**config.mk**
```make
export PLATFORM = sky130hd
export DESIGN_NAME = dac_front
export DESIGN_NICKNAME = d
export VERILOG_FILES = /design/src/dac_front_pkg.sv /design/src/cmd_buffer.sv /design/src/dac_front.sv /design/src/pin_sync.sv
export VERILOG_INCLUDE_DIRS = /design/src /design/src/src
export SDC_FILE = /design/constraint.sdc
export NUM_CORES = 1
export LEC_CHECK = 0
export BUFFER_PORTS_ARGS = -buffer_cell sky130_fd_sc_hd__buf_2
export CORE_AREA = 2 2 152 184
export DETAILED_ROUTE_END_ITERATION = 10
export DIE_AREA = 0 0 154 186
export PLACE_DENSITY = 0.75
export SLEW_MARGIN = 30
export SYNTH_ARGS = -nofsm -noshare
export SYNTH_HDL_FRONTEND = slang
export SYNTH_SLANG_ARGS = --single-unit
export TNS_END_PERCENT = 5
```
**constraint.sdc**
```tcl
create_clock -name clk -period 4.55 [get_ports clk]
set_clock_uncertainty 0.1 [all_clocks]
set_input_delay 0.6825 -clock clk [delete_from_list [all_inputs] [get_ports clk]]
set_output_delay 0.6825 -clock clk [all_outputs]
set_load 0.01 [all_outputs]
```
**src/dac_front_params.svh**
```systemverilog
`ifndef DAC_FRONT_PARAMS_SVH
`define DAC_FRONT_PARAMS_SVH

// ****************************************************************
// Frame layout
// ****************************************************************
`define FRAME_BITS        16
`define FRAME_LAST_BIT    4'hF
`define MODE_HI_POS       15
`define MODE_LO_POS       14
`define CODE_MSB_POS      13
`define CODE_LSB_POS      6

// ****************************************************************
// Mode encodings and reset values
// ****************************************************************
`define MODE_NORMAL       2'h0
`define MODE_PD_1K        2'h1
`define MODE_PD_100K      2'h2
`define MODE_PD_OPEN      2'h3
`define CODE_RESET        8'h00
`define MODE_RESET        2'h0

// ****************************************************************
// Timing
// ****************************************************************
`define CLK_MHZ           50
`define RECOVERY_US       50
`define RECOVERY_CYCLES   (`RECOVERY_US * `CLK_MHZ)

`endif

```
**src/dac_front_pkg.sv**
```systemverilog
package dac_front_pkg;

  typedef logic [1:0] mode_t;

  typedef struct packed {
    mode_t      mode;
    logic [7:0] code;
  } cmd_t;

  typedef enum logic [2:0] {
    ST_WAIT_HIGH,
    ST_IDLE,
    ST_SHIFT,
    ST_COMMIT,
    ST_DONE
  } frame_state_t;

endpackage : dac_front_pkg

```
**src/cmd_buffer.sv**
```systemverilog
`timescale 1ns/1ps

module cmd_buffer
  import dac_front_pkg::*;
(
  input  wire logic clk,
  input  wire logic rst_n,
  input  wire logic ce,
  input  wire logic in_valid,
  output logic      in_ready,
  input  wire cmd_t in_data,
  output logic      out_valid,
  input  wire logic out_ready,
  output cmd_t      out_data
);

  cmd_t       mem_reg [2];
  cmd_t       mem_next [2];
  logic       wr_ptr_reg;
  logic       wr_ptr_next;
  logic       rd_ptr_reg;
  logic       rd_ptr_next;
  logic [1:0] count_reg;
  logic [1:0] count_next;
  logic       push;
  logic       pop;

  assign in_ready  = (count_reg != 2'h2);
  assign out_valid = (count_reg != 2'h0);
  assign out_data  = mem_reg[rd_ptr_reg];
  assign push      = ce && in_valid && in_ready;
  assign pop       = ce && out_valid && out_ready;

  always_comb begin
    mem_next    = mem_reg;
    wr_ptr_next = wr_ptr_reg;
    rd_ptr_next = rd_ptr_reg;
    count_next  = count_reg;
    if (push) begin
      mem_next[wr_ptr_reg] = in_data;
      wr_ptr_next          = ~wr_ptr_reg;
    end
    if (pop) begin
      rd_ptr_next = ~rd_ptr_reg;
    end
    if (push && !pop) begin
      count_next = count_reg + 2'h1;
    end else if (pop && !push) begin
      count_next = count_reg - 2'h1;
    end
  end

  always_ff @(posedge clk or negedge rst_n) begin
    if (!rst_n) begin
      mem_reg[0] <= '0;
      mem_reg[1] <= '0;
      wr_ptr_reg <= 1'b0;
      rd_ptr_reg <= 1'b0;
      count_reg  <= 2'h0;
    end else begin
      mem_reg    <= mem_next;
      wr_ptr_reg <= wr_ptr_next;
      rd_ptr_reg <= rd_ptr_next;
      count_reg  <= count_next;
    end
  end

endmodule : cmd_buffer

```
**src/dac_front.sv**
```systemverilog
`timescale 1ns/1ps
`include "dac_front_params.svh"

// Functional notes
// - A 16-bit shift register gathers each whole frame before acting on it.
// - The first two frame bits form the mode field: normal or three power-downs.
// - The next eight bits are the converter code; the last six are ignored.
// - A frame starts only on a high-to-low edge of frame select.
// - While frame select is low, data shifts in on each of the first sixteen serial clock falls.
// - The sixteenth falling edge takes the last bit and queues the command, which executes when load_ready accepts it.
// - Frame select rising early clears the shift register and drops the frame.
// - After reset the converter code is zero until a valid frame arrives.
// - Mode 00 normal, 01 1k to ground, 10 100k to ground, 11 open.
// - Power-down disables the amplifier; modes 01 and 10 switch the output to a network, 11 leaves it open.
// - Power-down leaves the stored converter code untouched.
// - Output counts as valid only 50 us after leaving power-down.
// - The code is plain unsigned binary, 0 to 255.
// - The code is decoded to a one-hot string tap selection.
module dac_front
  import dac_front_pkg::*;
(
  input  wire logic         clk,
  input  wire logic         rst_n,
  input  wire logic         ce,
  input  wire logic         frame_sel_n,
  input  wire logic         sclk,
  input  wire logic         din,
  input  wire logic         load_ready,
  output logic [7:0]        dac_code,
  output mode_t             mode,
  output logic [255:0]      tap_sel,
  output logic              amp_enable,
  output logic              pd_1k_en,
  output logic              pd_100k_en,
  output logic              output_valid,
  output logic              frame_abort,
  output logic              frame_stall
);

  // ****************************************************************
  // Pin synchronisers and edge finders
  // ****************************************************************
  logic [2:0]   pins_s;
  logic         fs_s;
  logic         sclk_s;
  logic         din_s;
  logic         fs_prev_reg;
  logic         sclk_prev_reg;
  logic         fs_fall;
  logic         sclk_fall;

  pin_sync #(
    .WIDTH    (3)
  ) u_pin_sync (
    .clk      (clk),
    .rst_n    (rst_n),
    .async_in ({frame_sel_n, sclk, din}),
    .sync_out (pins_s)
  );

  assign fs_s      = pins_s[2];
  assign sclk_s    = pins_s[1];
  assign din_s     = pins_s[0];
  assign fs_fall   = fs_prev_reg && !fs_s;
  assign sclk_fall = sclk_prev_reg && !sclk_s;

  // Edge history resets high, so a line already low at release reads as a
  // fresh fall; the wait-for-high state keeps that from starting a frame.
  always_ff @(posedge clk or negedge rst_n) begin
    if (!rst_n) begin
      fs_prev_reg   <= 1'b1;
      sclk_prev_reg <= 1'b1;
    end else if (ce) begin
      fs_prev_reg   <= fs_s;
      sclk_prev_reg <= sclk_s;
    end
  end

  // ****************************************************************
  // Frame collection
  // ****************************************************************
  frame_state_t state_reg;
  frame_state_t state_next;
  logic [15:0]  shift_reg;
  logic [15:0]  shift_next;
  logic [3:0]   cnt_reg;
  logic [3:0]   cnt_next;
  logic         abort_reg;
  logic         abort_next;
  logic         buf_in_valid;
  logic         buf_in_ready;
  cmd_t         buf_in;
  logic         buf_out_valid;
  cmd_t         buf_out;

  always_comb begin
    state_next = state_reg;
    shift_next = shift_reg;
    cnt_next   = cnt_reg;
    abort_next = 1'b0;
    unique case (state_reg)
      ST_WAIT_HIGH: begin
        if (fs_s) begin
          state_next = ST_IDLE;
        end
      end
      ST_IDLE: begin
        if (fs_fall) begin
          state_next = ST_SHIFT;
          shift_next = 16'h0000;
          cnt_next   = 4'h0;
        end
      end
      ST_SHIFT: begin
        // An early rise wins over a falling clock seen in the same sample.
        if (fs_s) begin
          state_next = ST_IDLE;
          shift_next = 16'h0000;
          cnt_next   = 4'h0;
          abort_next = 1'b1;
        end else if (sclk_fall) begin
          shift_next = {shift_reg[14:0], din_s};
          cnt_next   = cnt_reg + 4'h1;
          if (cnt_reg == `FRAME_LAST_BIT) begin
            state_next = ST_COMMIT;
          end
        end
      end
      ST_COMMIT: begin
        if (buf_in_ready) begin
          state_next = ST_DONE;
        end
      end
      ST_DONE: begin
        if (fs_s) begin
          state_next = ST_IDLE;
        end
      end
    endcase
  end

  always_ff @(posedge clk or negedge rst_n) begin
    if (!rst_n) begin
      state_reg <= ST_WAIT_HIGH;
      shift_reg <= 16'h0000;
      cnt_reg   <= 4'h0;
      abort_reg <= 1'b0;
    end else if (ce) begin
      state_reg <= state_next;
      shift_reg <= shift_next;
      cnt_reg   <= cnt_next;
      abort_reg <= abort_next;
    end
  end

  // The frame is held in the shift register while the buffer is full, so a
  // slow consumer delays the update rather than losing it.
  assign buf_in_valid = (state_reg == ST_COMMIT);
  assign buf_in.mode  = {shift_reg[`MODE_HI_POS], shift_reg[`MODE_LO_POS]};
  assign buf_in.code  = shift_reg[`CODE_MSB_POS:`CODE_LSB_POS];
  assign frame_abort  = abort_reg;
  assign frame_stall  = buf_in_valid && !buf_in_ready;

  cmd_buffer u_cmd_buffer (
    .clk       (clk),
    .rst_n     (rst_n),
    .ce        (ce),
    .in_valid  (buf_in_valid),
    .in_ready  (buf_in_ready),
    .in_data   (buf_in),
    .out_valid (buf_out_valid),
    .out_ready (load_ready),
    .out_data  (buf_out)
  );

  // ****************************************************************
  // Converter register, mode and output stage
  // ****************************************************************
  logic [7:0]   code_reg;
  logic [7:0]   code_next;
  mode_t        mode_reg;
  mode_t        mode_next;
  logic [255:0] tap_reg;
  logic [255:0] tap_next;
  logic         amp_reg;
  logic         amp_next;
  logic         pd_1k_reg;
  logic         pd_1k_next;
  logic         pd_100k_reg;
  logic         pd_100k_next;
  logic [11:0]  rec_cnt_reg;
  logic [11:0]  rec_cnt_next;
  logic         valid_reg;
  logic         valid_next;
  logic         load;

  assign load = ce && buf_out_valid && load_ready;

  always_comb begin
    code_next    = code_reg;
    mode_next    = mode_reg;
    rec_cnt_next = rec_cnt_reg;
    valid_next   = valid_reg;
    if (load) begin
      code_next = (buf_out.mode == `MODE_NORMAL) ? buf_out.code : code_reg;
      mode_next = buf_out.mode;
    end
    if (mode_next != `MODE_NORMAL) begin
      valid_next   = 1'b0;
      rec_cnt_next = 12'h000;
    end else if (mode_reg != `MODE_NORMAL) begin
      // Wake from power-down: the analog path needs time to settle.
      valid_next   = 1'b0;
      rec_cnt_next = 12'(`RECOVERY_CYCLES - 1);
    end else if (rec_cnt_reg != 12'h000) begin
      rec_cnt_next = rec_cnt_reg - 12'h001;
    end else begin
      valid_next = 1'b1;
    end
    amp_next     = (mode_next == `MODE_NORMAL);
    pd_1k_next   = (mode_next == `MODE_PD_1K);
    pd_100k_next = (mode_next == `MODE_PD_100K);
  end

  genvar t;
  generate
    for (t = 0; t < 256; t++) begin : g_tap
      assign tap_next[t] = (code_next == 8'(t));
    end
  endgenerate

  always_ff @(posedge clk or negedge rst_n) begin
    if (!rst_n) begin
      code_reg    <= `CODE_RESET;
      mode_reg    <= `MODE_RESET;
      tap_reg     <= 256'h1;
      amp_reg     <= 1'b1;
      pd_1k_reg   <= 1'b0;
      pd_100k_reg <= 1'b0;
      rec_cnt_reg <= 12'h000;
      valid_reg   <= 1'b1;
    end else if (ce) begin
      code_reg    <= code_next;
      mode_reg    <= mode_next;
      tap_reg     <= tap_next;
      amp_reg     <= amp_next;
      pd_1k_reg   <= pd_1k_next;
      pd_100k_reg <= pd_100k_next;
      rec_cnt_reg <= rec_cnt_next;
      valid_reg   <= valid_next;
    end
  end

  assign dac_code     = code_reg;
  assign mode         = mode_reg;
  assign tap_sel      = tap_reg;
  assign amp_enable   = amp_reg;
  assign pd_1k_en     = pd_1k_reg;
  assign pd_100k_en   = pd_100k_reg;
  assign output_valid = valid_reg;
endmodule : dac_front

```
**src/pin_sync.sv**
```systemverilog
`timescale 1ns/1ps

module pin_sync #(
  parameter int WIDTH = 3
) (
  input  wire logic             clk,
  input  wire logic             rst_n,
  input  wire logic [WIDTH-1:0] async_in,
  output logic      [WIDTH-1:0] sync_out
);

  // The first stage feeds only the second; nothing else may look at it.
  genvar i;
  generate
    for (i = 0; i < WIDTH; i++) begin : g_bit
      logic meta_reg;
      logic stable_reg;
      always_ff @(posedge clk or negedge rst_n) begin
        if (!rst_n) begin
          meta_reg   <= 1'b0;
          stable_reg <= 1'b0;
        end else begin
          meta_reg   <= async_in[i];
          stable_reg <= meta_reg;
        end
      end
      assign sync_out[i] = stable_reg;
    end
  endgenerate

endmodule : pin_sync

```
# ---- Yosys cells after proc, flatten, opt, wreduce, memory -nomap -nowiden
# Cells that the tools add are included.
dict set report classes {
  add_sub_neg 4
  magnitude_cmp 3
  n_eq_ne 269
  n_mux 34
  n_bitwise 4
  reduce_logical 31
}
# op n
set op_table {}
lappend op_table {{equality test 8 bit, second input constant} 128}
lappend op_table {{equality test 8 x 7 -> 1 bit, second input constant} 64}
lappend op_table {{equality test 8 x 6 -> 1 bit, second input constant} 32}
lappend op_table {{equality test 8 x 5 -> 1 bit, second input constant} 16}
lappend op_table {{equality test 8 x 4 -> 1 bit, second input constant} 8}
lappend op_table {{2-to-1 mux 16 bit} 3}
lappend op_table {{2-to-1 mux 10 bit} 4}
lappend op_table {{2-to-1 mux 12 bit} 3}
lappend op_table {{equality test 8 x 3 -> 1 bit, second input constant} 4}
lappend op_table {{one-hot mux 16 bit (2 select lines)} 1}
lappend op_table {{bitwise mux 20 bit} 1}
lappend op_table {{2-to-1 mux 3 bit} 6}
lappend op_table {{equality test 8 x 2 -> 1 bit, second input constant} 2}
lappend op_table {{2-to-1 mux 8 bit} 2}
lappend op_table {{2-to-1 mux 4 bit} 3}
lappend op_table {{one-hot mux 3 bit (4 select lines)} 1}
lappend op_table {{nonzero test 12 bit} 1}
lappend op_table {{subtractor 12 x 1 -> 12 bit, second input constant} 1}
lappend op_table {{demux 10 bit (select 1 bit)} 1}
lappend op_table {{logical AND 1 bit} 10}
lappend op_table {{nonzero test 2 bit} 5}
lappend op_table {{equality test 8 x 1 -> 1 bit, second input constant} 1}
lappend op_table {{zero test 8 bit} 1}
lappend op_table {{one-hot mux 4 bit (2 select lines)} 1}
lappend op_table {{other kinds (27)} 46}
dict set report word_totals {
  regBits 338
  in_bits 7
  output_inout_bits 272
  wordCells 372
}

# ---- Longest topological paths before layout
# Gate-level depths: netlist of run 1.
dict set report depth {
  word_depth 8
  mapped_depth 9
}

# ---- Hierarchy
# A second synthesis of run 1 with hierarchy kept.
dict set report hier_totals {
  cells_unflattened 1350
  hier_area_um2 15725.1
}
# mod n_inst cells_per_inst area_each_um2
set modules_own_cells {}
lappend modules_own_cells {dac_front 1 1272 14436.3}
lappend modules_own_cells {cmd_buffer 1 69 1116.1}
lappend modules_own_cells {pin_sync 1 9 172.7}

# ---- Worst setup path after synthesis of run 1
# No wires, ideal clock.
dict set report synth_path {
  path_kind {input to register}
  from {input ce}
  to {register tap_reg[109] (netlist: tap_sel[109])}
  setup_time_ns 0.131
  arrival_ns 2.181
  setup_slack_ns 2.137
  cell_stages 9
  path_buffers 4
  path_cell_list {buf_4 o211ai_1 buf_4 o21bai_1 buf_4 mux2_2 nand2_1 buf_2 o2bb2ai_1}
}
dict set report synth_between {
  elab_chain_len 4
}
# element line_no
set synth_lines {}
lappend synth_lines {{start, declared} dac_front.sv:24} ;# input wire logic ce,
lappend synth_lines {{logical AND 1 bit (2 in series)} dac_front.sv:197} ;# assign load = ce && buf_out_valid && load_ready;
lappend synth_lines {{2-to-1 mux 8 bit} dac_front.sv:204} ;# if (load) begin
lappend synth_lines {{equality test 8 x 7 -> 1 bit} dac_front.sv:228} ;# assign tap_next[t] = (code_next == 8'(t));
lappend synth_lines {{end signal, assigned} dac_front.sv:245} ;# tap_reg <= tap_next;
lappend synth_lines {{end, declared} dac_front.sv:183} ;# logic [255:0] tap_reg;
# Several ways; a longest one is shown, not always the timed one.
# A chain may end at the register's enable or synchronous reset.

# ---- Worst setup path in the final report of run 1
dict set report layout_path {
  from {register u_cmd_buffer.count_reg[0]}
  to {register tap_reg[219] (netlist: tap_sel[219])}
}
dict set report layout_between {
  elab_chain_len 5
}
# element line_no
set layout_lines {}
lappend layout_lines {{start, declared} cmd_buffer.sv:23} ;# logic [1:0] count_reg;
lappend layout_lines {{start signal, assigned} cmd_buffer.sv:64} ;# count_reg <= count_next;
lappend layout_lines {{nonzero test 2 bit} cmd_buffer.sv:29} ;# assign out_valid = (count_reg != 2'h0);
lappend layout_lines {{logical AND 1 bit (2 in series)} dac_front.sv:197}
lappend layout_lines {{2-to-1 mux 8 bit} dac_front.sv:204}
lappend layout_lines {{equality test 8 bit} dac_front.sv:228}
# No other way between the ends.

==> out/metrics.csv, run 1 <==
metric,value,unit
status,finished clean,
ys_top_cells_by_count,"dfrtp_1 (333), o2bb2ai_1 (256), clkbuf_1 (41), buf_2 (36), nand2_1 (36)",
start_util,51.3,%
period_share,70.3,%
maxCapViolations,0,
cts.sinks,338,
drc,0,
slew_violations,0,
cts_tree,done,
ys_types,72,
num_vias,10563,
setup_viol,0,
clk_latency,510,ps
htreeDepth,2,
antenna_left,0,
seqCellArea,8460,sq um
layout.nets,1349,
critPathLaunchType,register,
rsz0062_at_grt,no,
drt-vias-per-instance,6.21,
grt_max_degree,105,
dr.pass1.iters,5,
grt_overflow,0,
synth_area_leader_cell,dfrtp_1,
drt-initial-drc-count,881,
crit_fanout,16,
setup_tns,0,ps
core,26800,sq um
synth_warnings,0,
synth_fa_ha_area_share,0.364,%
ios,279,
ir_drop,0.000363,V
cp.arrival,3510,ps
synth-seq-area-share,61.5,%
power_leakage,8.20,nW
synth.most_common_cell,dfrtp_1,
async_flop_share,100,%
cts-root-buf,clkbuf_16,
postCtsSetupBuffers,0,
synth-simple-area-share,7.15,%
syn_area,13800,sq um
antenna_found_initial,0,
hpwl,27.1,mm
track_usage,27.3,%
final.fill_count,2059,
hold_viol,0,
clk_path_buf_depth,3,
placed_area,15500,sq um
globalplace.congestion,0.875,
n_antenna_cell,0,
grt_pass1_wl,61.0,mm
worstPathRequired,4860,ps
die_h,186,microns
final_area,16700,sq um
syn2layout_area_growth,21.3,%
synth_edf_count,0,
drive_gt1_share,32.6,%
worstMarginPinSlew,977,ps
drt_wl_total,40.0,mm
ys_ff_latch,338,
grt_pass1_vias,10015,
io_buffers,278,
largest_reg_flops,256,
synth_ff_type,dfrtp_1,
cts-resized-gates,0,
endpoint_kind,register,
cts_inserted_buffers,34,
synth_top_area_share,60.6,%
syn_inst,1073,
syn-num-nets,1084,
synth_mux_area_share,3.13,%
clk_pin_slew_worst_paths,60,ps
max_slew_margin,34.9,%
synth_xor_area_share,0.318,%
synth_compound_area_share,23.9,%
routedWlPerCell,23.5,microns
min_period,3200,ps
holdCritPathClass,in -> async,
ctsHoldBuffers,0,
synth_top_family_by_area,compound AO/OA/AOI/OAI gates,
multi_input_area,4830,sq um
worst-setup-path-type,reg -> reg,
avgSynthCellArea,12.8,sq um
die_w,154,microns
die_area,28600,sq um
max_freq,0.313,GHz
rows,66,
power_density,487,nW/um^2
netlist_top_cells_area,"dfrtp_1 (61%), o2bb2ai_1 (16%), mux2_2 (2.4%), a31oi_1 (1.5%), buf_2 (1.3%)",
worst paths after layout:
kind / slack (ps) / to / depth (start not counted) / start
setup / recovery: 1350 / tap_sel[219] / 6 / u_cmd_buffer.count_reg[0]
hold / removal: 110 / tap_sel[161] / 1 / rst_n
setup reg to reg: 1350 / tap_sel[219] / 6 / u_cmd_buffer.count_reg[0]
hold reg to reg: 240 / u_pin_sync.g_bit[1].stable_reg / 0 / u_pin_sync.g_bit[1].meta_reg
max in group asynchronous: 3190 / tap_sel[17] / 2 / rst_n
min in group clk: 200 / u_pin_sync.g_bit[0].meta_reg / 1 / din
kinds of logic after synthesis:
family	after synthesis
buf+inv	107
xor+xnor	5
simple gates	178
mux	39
compound gates	402
flops	338
fa+ha+maj	4
power breakdown:
group	leakage [nW]	internal, mW	switching (mW)	total [mW]
sequential	4.64	3.22	0.260	3.48
combinational	2.98	0.575	1.19	1.77
clock	0.580	1.73	1.14	2.87
total	8.20	5.52	2.60	8.12
placed cells by master, fill, tap and decap left out, types with 10 or more instances in the layout:
cell       synthesis  routed
dfrtp_1          333     333
buf_2             36     277
o2bb2ai_1        256     256
buf_4              9      38
nand2_1           36      36
clkbuf_16          0      35
nor3_1            33      33
a31oi_1           34      30
mux2_2            29      29
o21ai_0           29      29
nor2_1            24      24
a22o_1            19      19
nand2b_1          17      17
inv_1             16      16
nand3_1           12      12
clkinv_2           0      10
through the flow:
| step | power, mW | setup WS [ps] | utilization, % | std cells | hold slack [ps] |
|---|---|---|---|---|---|
| after global placement | 5.23 | 1290 | 57.9 | 1642 | 232 |
| after global routing | 8.45 | 1160 | 62.2 | 1700 | 182 |
| final | 8.12 | 1350 | 62.2 | 1700 | 108 |
| after floorplan | 4.63 | 2140 | - | 1073 | 231 |
| after detailed placement | 5.27 | 1200 | 57.9 | 1642 | 235 |
| after CTS | 8.14 | 1420 | 62.2 | 1700 | 158 |
cell type report:
| cell class | instances | area share (%) |
|---|---|---|
| Sequential cell | 338 | 50.7 |
| Clock buffer | 42 | 5.77 |
| Inverter | 17 | 0.412 |
| Tap cell | 340 | 2.55 |
| Multi-Input combinational cell | 628 | 28.9 |
| Clock inverter | 16 | 1.12 |
| Timing Repair Buffer | 319 | 10.5 |
worst max-delay path, cell delays in order, from the launching register on:
cell	delay [ps]
dfrtp_1	420
o211ai_1	730
o21bai_2	420
buf_4	300
mux2i_1	320
nand2_1	470
o2bb2ai_1	340
metal layers:
layer	wire, microns	up-vias	global-route usage, %
li1	-	4657	-
met1	16400	5358	37.0
met2	19600	483	45.4
met3	2890	65	4.96
met4	1030	0	8.19
met5	0	-	0
Power figures use the tool's default switching activity.
==> run 2: changes to the inputs <==
CORE_AREA = 2 2 155 187   (was 2 2 152 184)
DIE_AREA = 0 0 157 189   (was 0 0 154 186)
PLACE_DENSITY = 0.76   (was 0.75)
clock period = 2.79 ns   (was 4.55 ns; I/O delays follow)
==> run 2 against run 1 <==
  * Global-route usage is 1.2 points lower
  * Final cell count is 3.8% higher
  * Worst hold slack better by 140 ps
  * Final area is 1.3% higher
  * Combinational power is 68% higher
  * Critical endpoint is now tap_sel[214]
==> out/metrics.csv, run 2 (synthesized netlist as in run 1, its figures left out) <==
metric,value,unit,change
drt-initial-drc-count,862,,was 881
crit_top_cell,buf_4,,
ir_drop,0.000552,V,was 0.000363 V
clk_pin_slew_worst_paths,60,ps,about the same
grt_pass1_wl,60.6,mm,was 61.0 mm
antenna_left,0,,unchanged
drive_gt1_share,33.1,%,was 32.6%
maxCapViolations,0,,unchanged
ctsHoldBuffers,4,,was 0
max_slew_margin,40.5,%,was 34.9%
min_period,2590,ps,was 3200 ps
hold_viol,0,,unchanged
endpoint_kind,register,,unchanged
cts-resized-gates,0,,unchanged
place_ws,233,ps,was 1200 ps
syn2layout_area_growth,22.9,%,was 21.3%
globalplace.congestion,0.930,,was 0.875
rows,67,,was 66
crit_family,compound AO/OA/AOI/OAI gates,,unchanged
cp.arrival,2870,ps,was 3510 ps
cts_tree,done,,unchanged
critPathLaunchType,register,,unchanged
p_total,13.1,mW,was 8.12 mW
grt_overflow,0,,unchanged
place_inst,1700,,was 1642
setup_viol,0,,unchanged
power_density,772,nW/um^2,was 487 nW/um^2
slew_violations,0,,unchanged
start_util,49.6,%,was 51.3%
path_cells,"nor3b_2, o21ba_2, buf_4, nor3_1, a31oi_1, buf_4, o2bb2ai_1",,"was o211ai_1, o21bai_2, buf_4, mux2i_1, nand2_1, o2bb2ai_1"
worstMarginPinSlew,889,ps,was 977 ps
holdCritPathClass,in -> reg,,was in -> async
period_share,92.7,%,was 70.3%
fin_cells,1764,,was 1700
htreeDepth,2,,unchanged
worst_slack,204,ps,was 1350 ps
cts-root-buf,clkbuf_16,,unchanged
layout.nets,1373,,was 1349
die_h,189,microns,was 186 microns
cp_num_buf_inv,2,,was 1
max_freq,0.387,GHz,was 0.313 GHz
core,27700,sq um,was 26800 sq um
die_w,157,microns,was 154 microns
grt_max_degree,236,,was 105
crit_fanout,27,,was 16
io_buffers,278,,unchanged
clk_latency,510,ps,about the same
num_vias,10547,,was 10563
ios,279,,unchanged
slowest_delay,520,ps,was 730 ps
antenna_found_initial,0,,unchanged
final_common_cell,dfrtp_1,,unchanged
postCtsSetupBuffers,0,,unchanged
power_leakage,8.29,nW,was 8.20 nW
cpMaxStageDelayCell,dfrtp_1,,was o211ai_1
clk_path_buf_depth,3,,unchanged
final_util,60.9,%,was 62.2%
status,finished clean,,unchanged
die_area,29700,sq um,was 28600 sq um
grt_pass1_vias,10220,,was 10015
rsz0062_at_grt,no,,unchanged
worstPathRequired,3070,ps,was 4860 ps
drt_wl_total,39.1,mm,was 40.0 mm
track_usage,26.1,%,was 27.3%
setup_tns,0,ps,unchanged
worst-setup-path-type,reg -> reg,,unchanged
drc,0,,unchanged
cts.sinks,338,,unchanged
routedWlPerCell,22.2,microns,was 23.5 microns
drt-vias-per-instance,5.98,,was 6.21
final_cell_mix,"dfrtp_1 (333), buf_2 (277), o2bb2ai_1 (256)",,unchanged
largest_reg_flops,256,,unchanged
hpwl,26.5,mm,was 27.1 mm
dr.pass1.iters,5,,unchanged
n_antenna_cell,0,,unchanged
cts_inserted_buffers,34,,unchanged
run 2: cell count changes in the layout (fill, tap and decap cells not counted), sizes merged:
cell,previous run,this run
buf,319,339
clkbuf,42,47
dlygate4sd3,0,4
bufinv,4,1
clkinv,11,10
run 2: metal layers:
layer / part of all wire, % / global-route usage [%] / vias to the layer above
li1: - / - / 4701
met1: 39 / 34.4 / 5287
met4: 3.8 / 9.56 / 0
met2: 49 / 43.1 / 468
met3: 8.1 / 5.01 / 91
met5: 0 / 0 / -
run 2: worst paths after layout:
check / start / to / slack [ps] / cells after the start
setup / recovery: u_cmd_buffer.rd_ptr_reg / tap_sel[214] / 200 / 7
hold reg to reg: u_pin_sync.g_bit[1].meta_reg / u_pin_sync.g_bit[1].stable_reg / 250 / 0
min in group asynchronous: rst_n / tap_sel[233] / 400 / 2
hold / removal: ce / u_cmd_buffer.rd_ptr_reg / 250 / 3
setup reg to reg: u_cmd_buffer.rd_ptr_reg / tap_sel[214] / 200 / 7
max in group asynchronous: rst_n / sclk_prev_reg / 1340 / 3
run 2: where the power goes:
group	internal, mW	switching (mW)	total, mW
combinational	1.02	1.96	2.98
sequential	5.25	0.430	5.68
clock	2.55	1.83	4.39
run 2: cell type report:
cell class,instances,area [sq um]
well taps,379,474
inverters,17,68.8
multi-input cells,628,4830
fillers,2176,10800
clock inverters,12,92.6
clock buffers,47,981
repair buffers,343,1990
flip-flops and latches,338,8460
run 2: tightest hold or removal path, delay by kind of cell:
kind,cells,cell delay [ps]
buffers and inverters,1,110
XOR/XNOR,1,100
AO/OA/AOI/OAI,1,180
run 2: metrics by stage:
| stage | hold slack (ps) | instance area [sq um] |
|---|---|---|
| detailed placement | 235 | 15800 |
| global route | 251 | 16900 |
| floorplan | 22.9 | 13800 |
| CTS | 237 | 16900 |
| finish | 245 | 16900 |
| global placement | 235 | 15800 |
==> run 3: changes to the inputs <==
CORE_AREA = 2 2 164 198   (was 2 2 155 187)
DIE_AREA = 0 0 166 200   (was 0 0 157 189)
SYNTH_HIERARCHICAL = 1   (was not set)
==> run 3 against run 2 <==
  * Synthesized cell count rose by 26%
  * First-iteration DRC count rose by 52%
  * Largest power group unchanged
  * Highest routed layer unchanged
  * Final area rose by 12%
==> out/metrics.csv, run 3 <==
metric,value,unit,change
hold_viol,0,,unchanged
holdCritPathClass,in -> reg,,unchanged
cp_num_buf_inv,1,,was 2
syn2layout_area_growth,20.2,%,was 22.9%
clk_pin_slew_worst_paths,60,ps,about the same
antenna_left,0,,unchanged
synth_edf_count,0,,unchanged
status,finished clean,,unchanged
die_area,33200,sq um,was 29700 sq um
clk_latency,520,ps,was 510 ps
syn_area,15700,sq um,was 13800 sq um
synth.most_common_cell,dfrtp_1,,unchanged
synth_ff_type,dfrtp_1,,unchanged
drc,0,,unchanged
start_util,50.4,%,was 49.6%
clk_path_buf_depth,3,,unchanged
globalplace.congestion,0.965,,was 0.930
ys_types,75,,was 72
worstMarginPinSlew,900,ps,was 889 ps
n_antenna_cell,0,,unchanged
slew_violations,0,,unchanged
grt_pass1_wl,68.8,mm,was 60.6 mm
synth-seq-area-share,53.8,%,was 61.5%
avgSynthCellArea,11.6,sq um,was 12.8 sq um
rows,71,,was 67
io_buffers,278,,unchanged
final_common_cell,dfrtp_1,,unchanged
cts.sinks,338,,unchanged
final_util,60.6,%,was 60.9%
drt-initial-drc-count,1311,,was 862
power_leakage,9.39,nW,was 8.29 nW
min_period,2660,ps,was 2590 ps
grt_max_degree,165,,was 236
grt_pass1_vias,11882,,was 10220
ios,279,,unchanged
htreeDepth,2,,unchanged
critPathLaunchType,register,,unchanged
async_flop_share,100,%,unchanged
ir_drop,0.000519,V,was 0.000552 V
rsz0062_at_grt,no,,unchanged
worstRegToRegCells,6,,was 7
setup_tns,0,ps,unchanged
crit_family,simple AND/OR/NAND/NOR gates,,was compound AO/OA/AOI/OAI gates
r2r_slack,130,ps,was 200 ps
largest_reg_flops,256,,unchanged
die_h,200,microns,was 189 microns
setup_viol,0,,unchanged
cts-root-buf,clkbuf_16,,unchanged
antenna_found_initial,0,,unchanged
final_cell_mix,"dfrtp_1 (333), buf_2 (276), nor2b_1 (202)",,"was dfrtp_1 (333), buf_2 (277), o2bb2ai_1 (256)"
drt-vias-per-instance,6.12,,was 5.98
drive_gt1_share,41.1,%,was 33.1%
path_cells,"buf_4, mux2_2, nor2b_1, nand4_1, o31ai_4, a31o_2",,"was nor3b_2, o21ba_2, buf_4, nor3_1, a31oi_1, buf_4, o2bb2ai_1"
routedWlPerCell,22.0,microns,was 22.2 microns
hpwl,30.2,mm,was 26.5 mm
layout.nets,1621,,was 1373
track_usage,26.2,%,was 26.1%
drt_wl_total,44.8,mm,was 39.1 mm
syn-num-nets,1360,,was 1084
cts_tree,done,,unchanged
power_density,582,nW/um^2,was 772 nW/um^2
max_slew_margin,39.9,%,was 40.5%
ys_top_cells_by_count,"dfrtp_1 (333), nor2b_1 (202), a31o_2 (189), clkbuf_1 (77), o2bb2ai_1 (49)",,"was dfrtp_1 (333), o2bb2ai_1 (256), clkbuf_1 (41), buf_2 (36), nand2_1 (36)"
path_depth,6,,was 7
slowest_delay,710,ps,was 520 ps
cp.arrival,3010,ps,was 2870 ps
crit_fanout,11,,was 27
num_vias,12465,,was 10547
dr.pass1.iters,5,,unchanged
holdPathStages,3,,unchanged
ys_ff_latch,338,,unchanged
synth_area_leader_cell,dfrtp_1,,unchanged
cts_inserted_buffers,35,,was 34
worstPathRequired,3140,ps,was 3070 ps
worst-setup-path-type,reg -> reg,,unchanged
core,31200,sq um,was 27700 sq um
endpoint_kind,register,,unchanged
syn_inst,1350,,was 1073
maxCapViolations,0,,unchanged
period_share,95.3,%,was 92.7%
netlist_top_cells_area,"dfrtp_1 (53%), a31o_2 (11%), nor2b_1 (8.0%), o2bb2ai_1 (2.7%), clkbuf_1 (1.8%)",,"was dfrtp_1 (61%), o2bb2ai_1 (16%), mux2_2 (2.4%), a31oi_1 (1.5%), buf_2 (1.3%)"
grt_overflow,0,,unchanged
synth_warnings,6,,was 0
cpMaxStageDelayCell,nor2b_1,,was dfrtp_1
synth_top_area_share,53.0,%,was 60.6%
max_freq,0.376,GHz,was 0.387 GHz
die_w,166,microns,was 157 microns
==> run 3: tightest hold or removal path, stage by stage <==
cell and delay (ps):
buf_2 120, nand3_1 120, xnor2_1 70
==> run 3: final cells by class <==
cell class,count,area (sq um)
Timing Repair Buffer,344,2030
Clock inverter,13,144
Tap cell,401,502
Fill cell,2545,12300
Sequential cell,338,8460
Multi-Input combinational cell,871,6690
Inverter,21,78.8
Clock buffer,50,1000
==> run 3: cells by family after synthesis <==
| group | count (synthesis) | share of synthesized area (%) |
|---|---|---|
| buffers and inverters | 141 | 3.91 |
| adders and majority gates | 3 | 0.239 |
| muxes | 38 | 2.93 |
| xor gates and xnor gates | 5 | 0.279 |
| and+or+nand+nor | 395 | 15.3 |
| DFF | 338 | 53.8 |
| AOI/OAI and AO/OA | 430 | 23.6 |
==> run 3: layer usage <==
layer	wire length, microns	track usage (%)	vias to the layer above
li1	-	-	5601
met1	18300	34.6	6191
met2	21500	43.0	551
met3	3350	5.17	122
met4	1740	10.7	0
met5	0	0	-
==> run 3: stage by stage <==
step / worst slack [ps] / hold WS, ps / instances / power [mW] / area, sq um
6_report: 130 / 159 / 2038 / 11.0 / 18900
5_1_grt: 8.53 / 188 / 2038 / 11.4 / 18900
4_1_cts: 153 / 150 / 2038 / 11.1 / 18900
3_5_place_dp: 180 / 235 / 1971 / 6.41 / 17700
3_3_place_gp: 191 / 234 / 1971 / 6.37 / 17700
2_1_floorplan: 357 / 22.9 / 1350 / 6.05 / 15700
==> run 3: repair_timing <==
item,4_1_cts,5_1_grt
endpoints found under the hold margin,67,0
setup endpoints to repair,0,17
buffers inserted,0,0
hold buffers,4,0
resized for setup,0,2
==> run 3: final timing paths <==
kind                                         startpoint                              to
setup / recovery                u_cmd_buffer/rd_ptr_reg                     tap_sel[87]
hold / removal                               load_ready         u_cmd_buffer/rd_ptr_reg
setup reg to reg                u_cmd_buffer/rd_ptr_reg                     tap_sel[87]
hold reg to reg            u_pin_sync/g_bit[0].meta_reg  u_pin_sync/g_bit[0].stable_reg
max in group asynchronous                         rst_n                      tap_sel[0]
min in group asynchronous                         rst_n                     tap_sel[82]
==> run 3: where the power goes <==
part           leakage (nW)  switching [mW]  total, mW  internal [mW]
Sequential             4.66           0.177       5.21           5.04
Clock                 0.562            1.94       4.65           2.72
Combinational          4.17           0.742       1.14          0.395
Total                  9.39            2.86       11.0           8.15
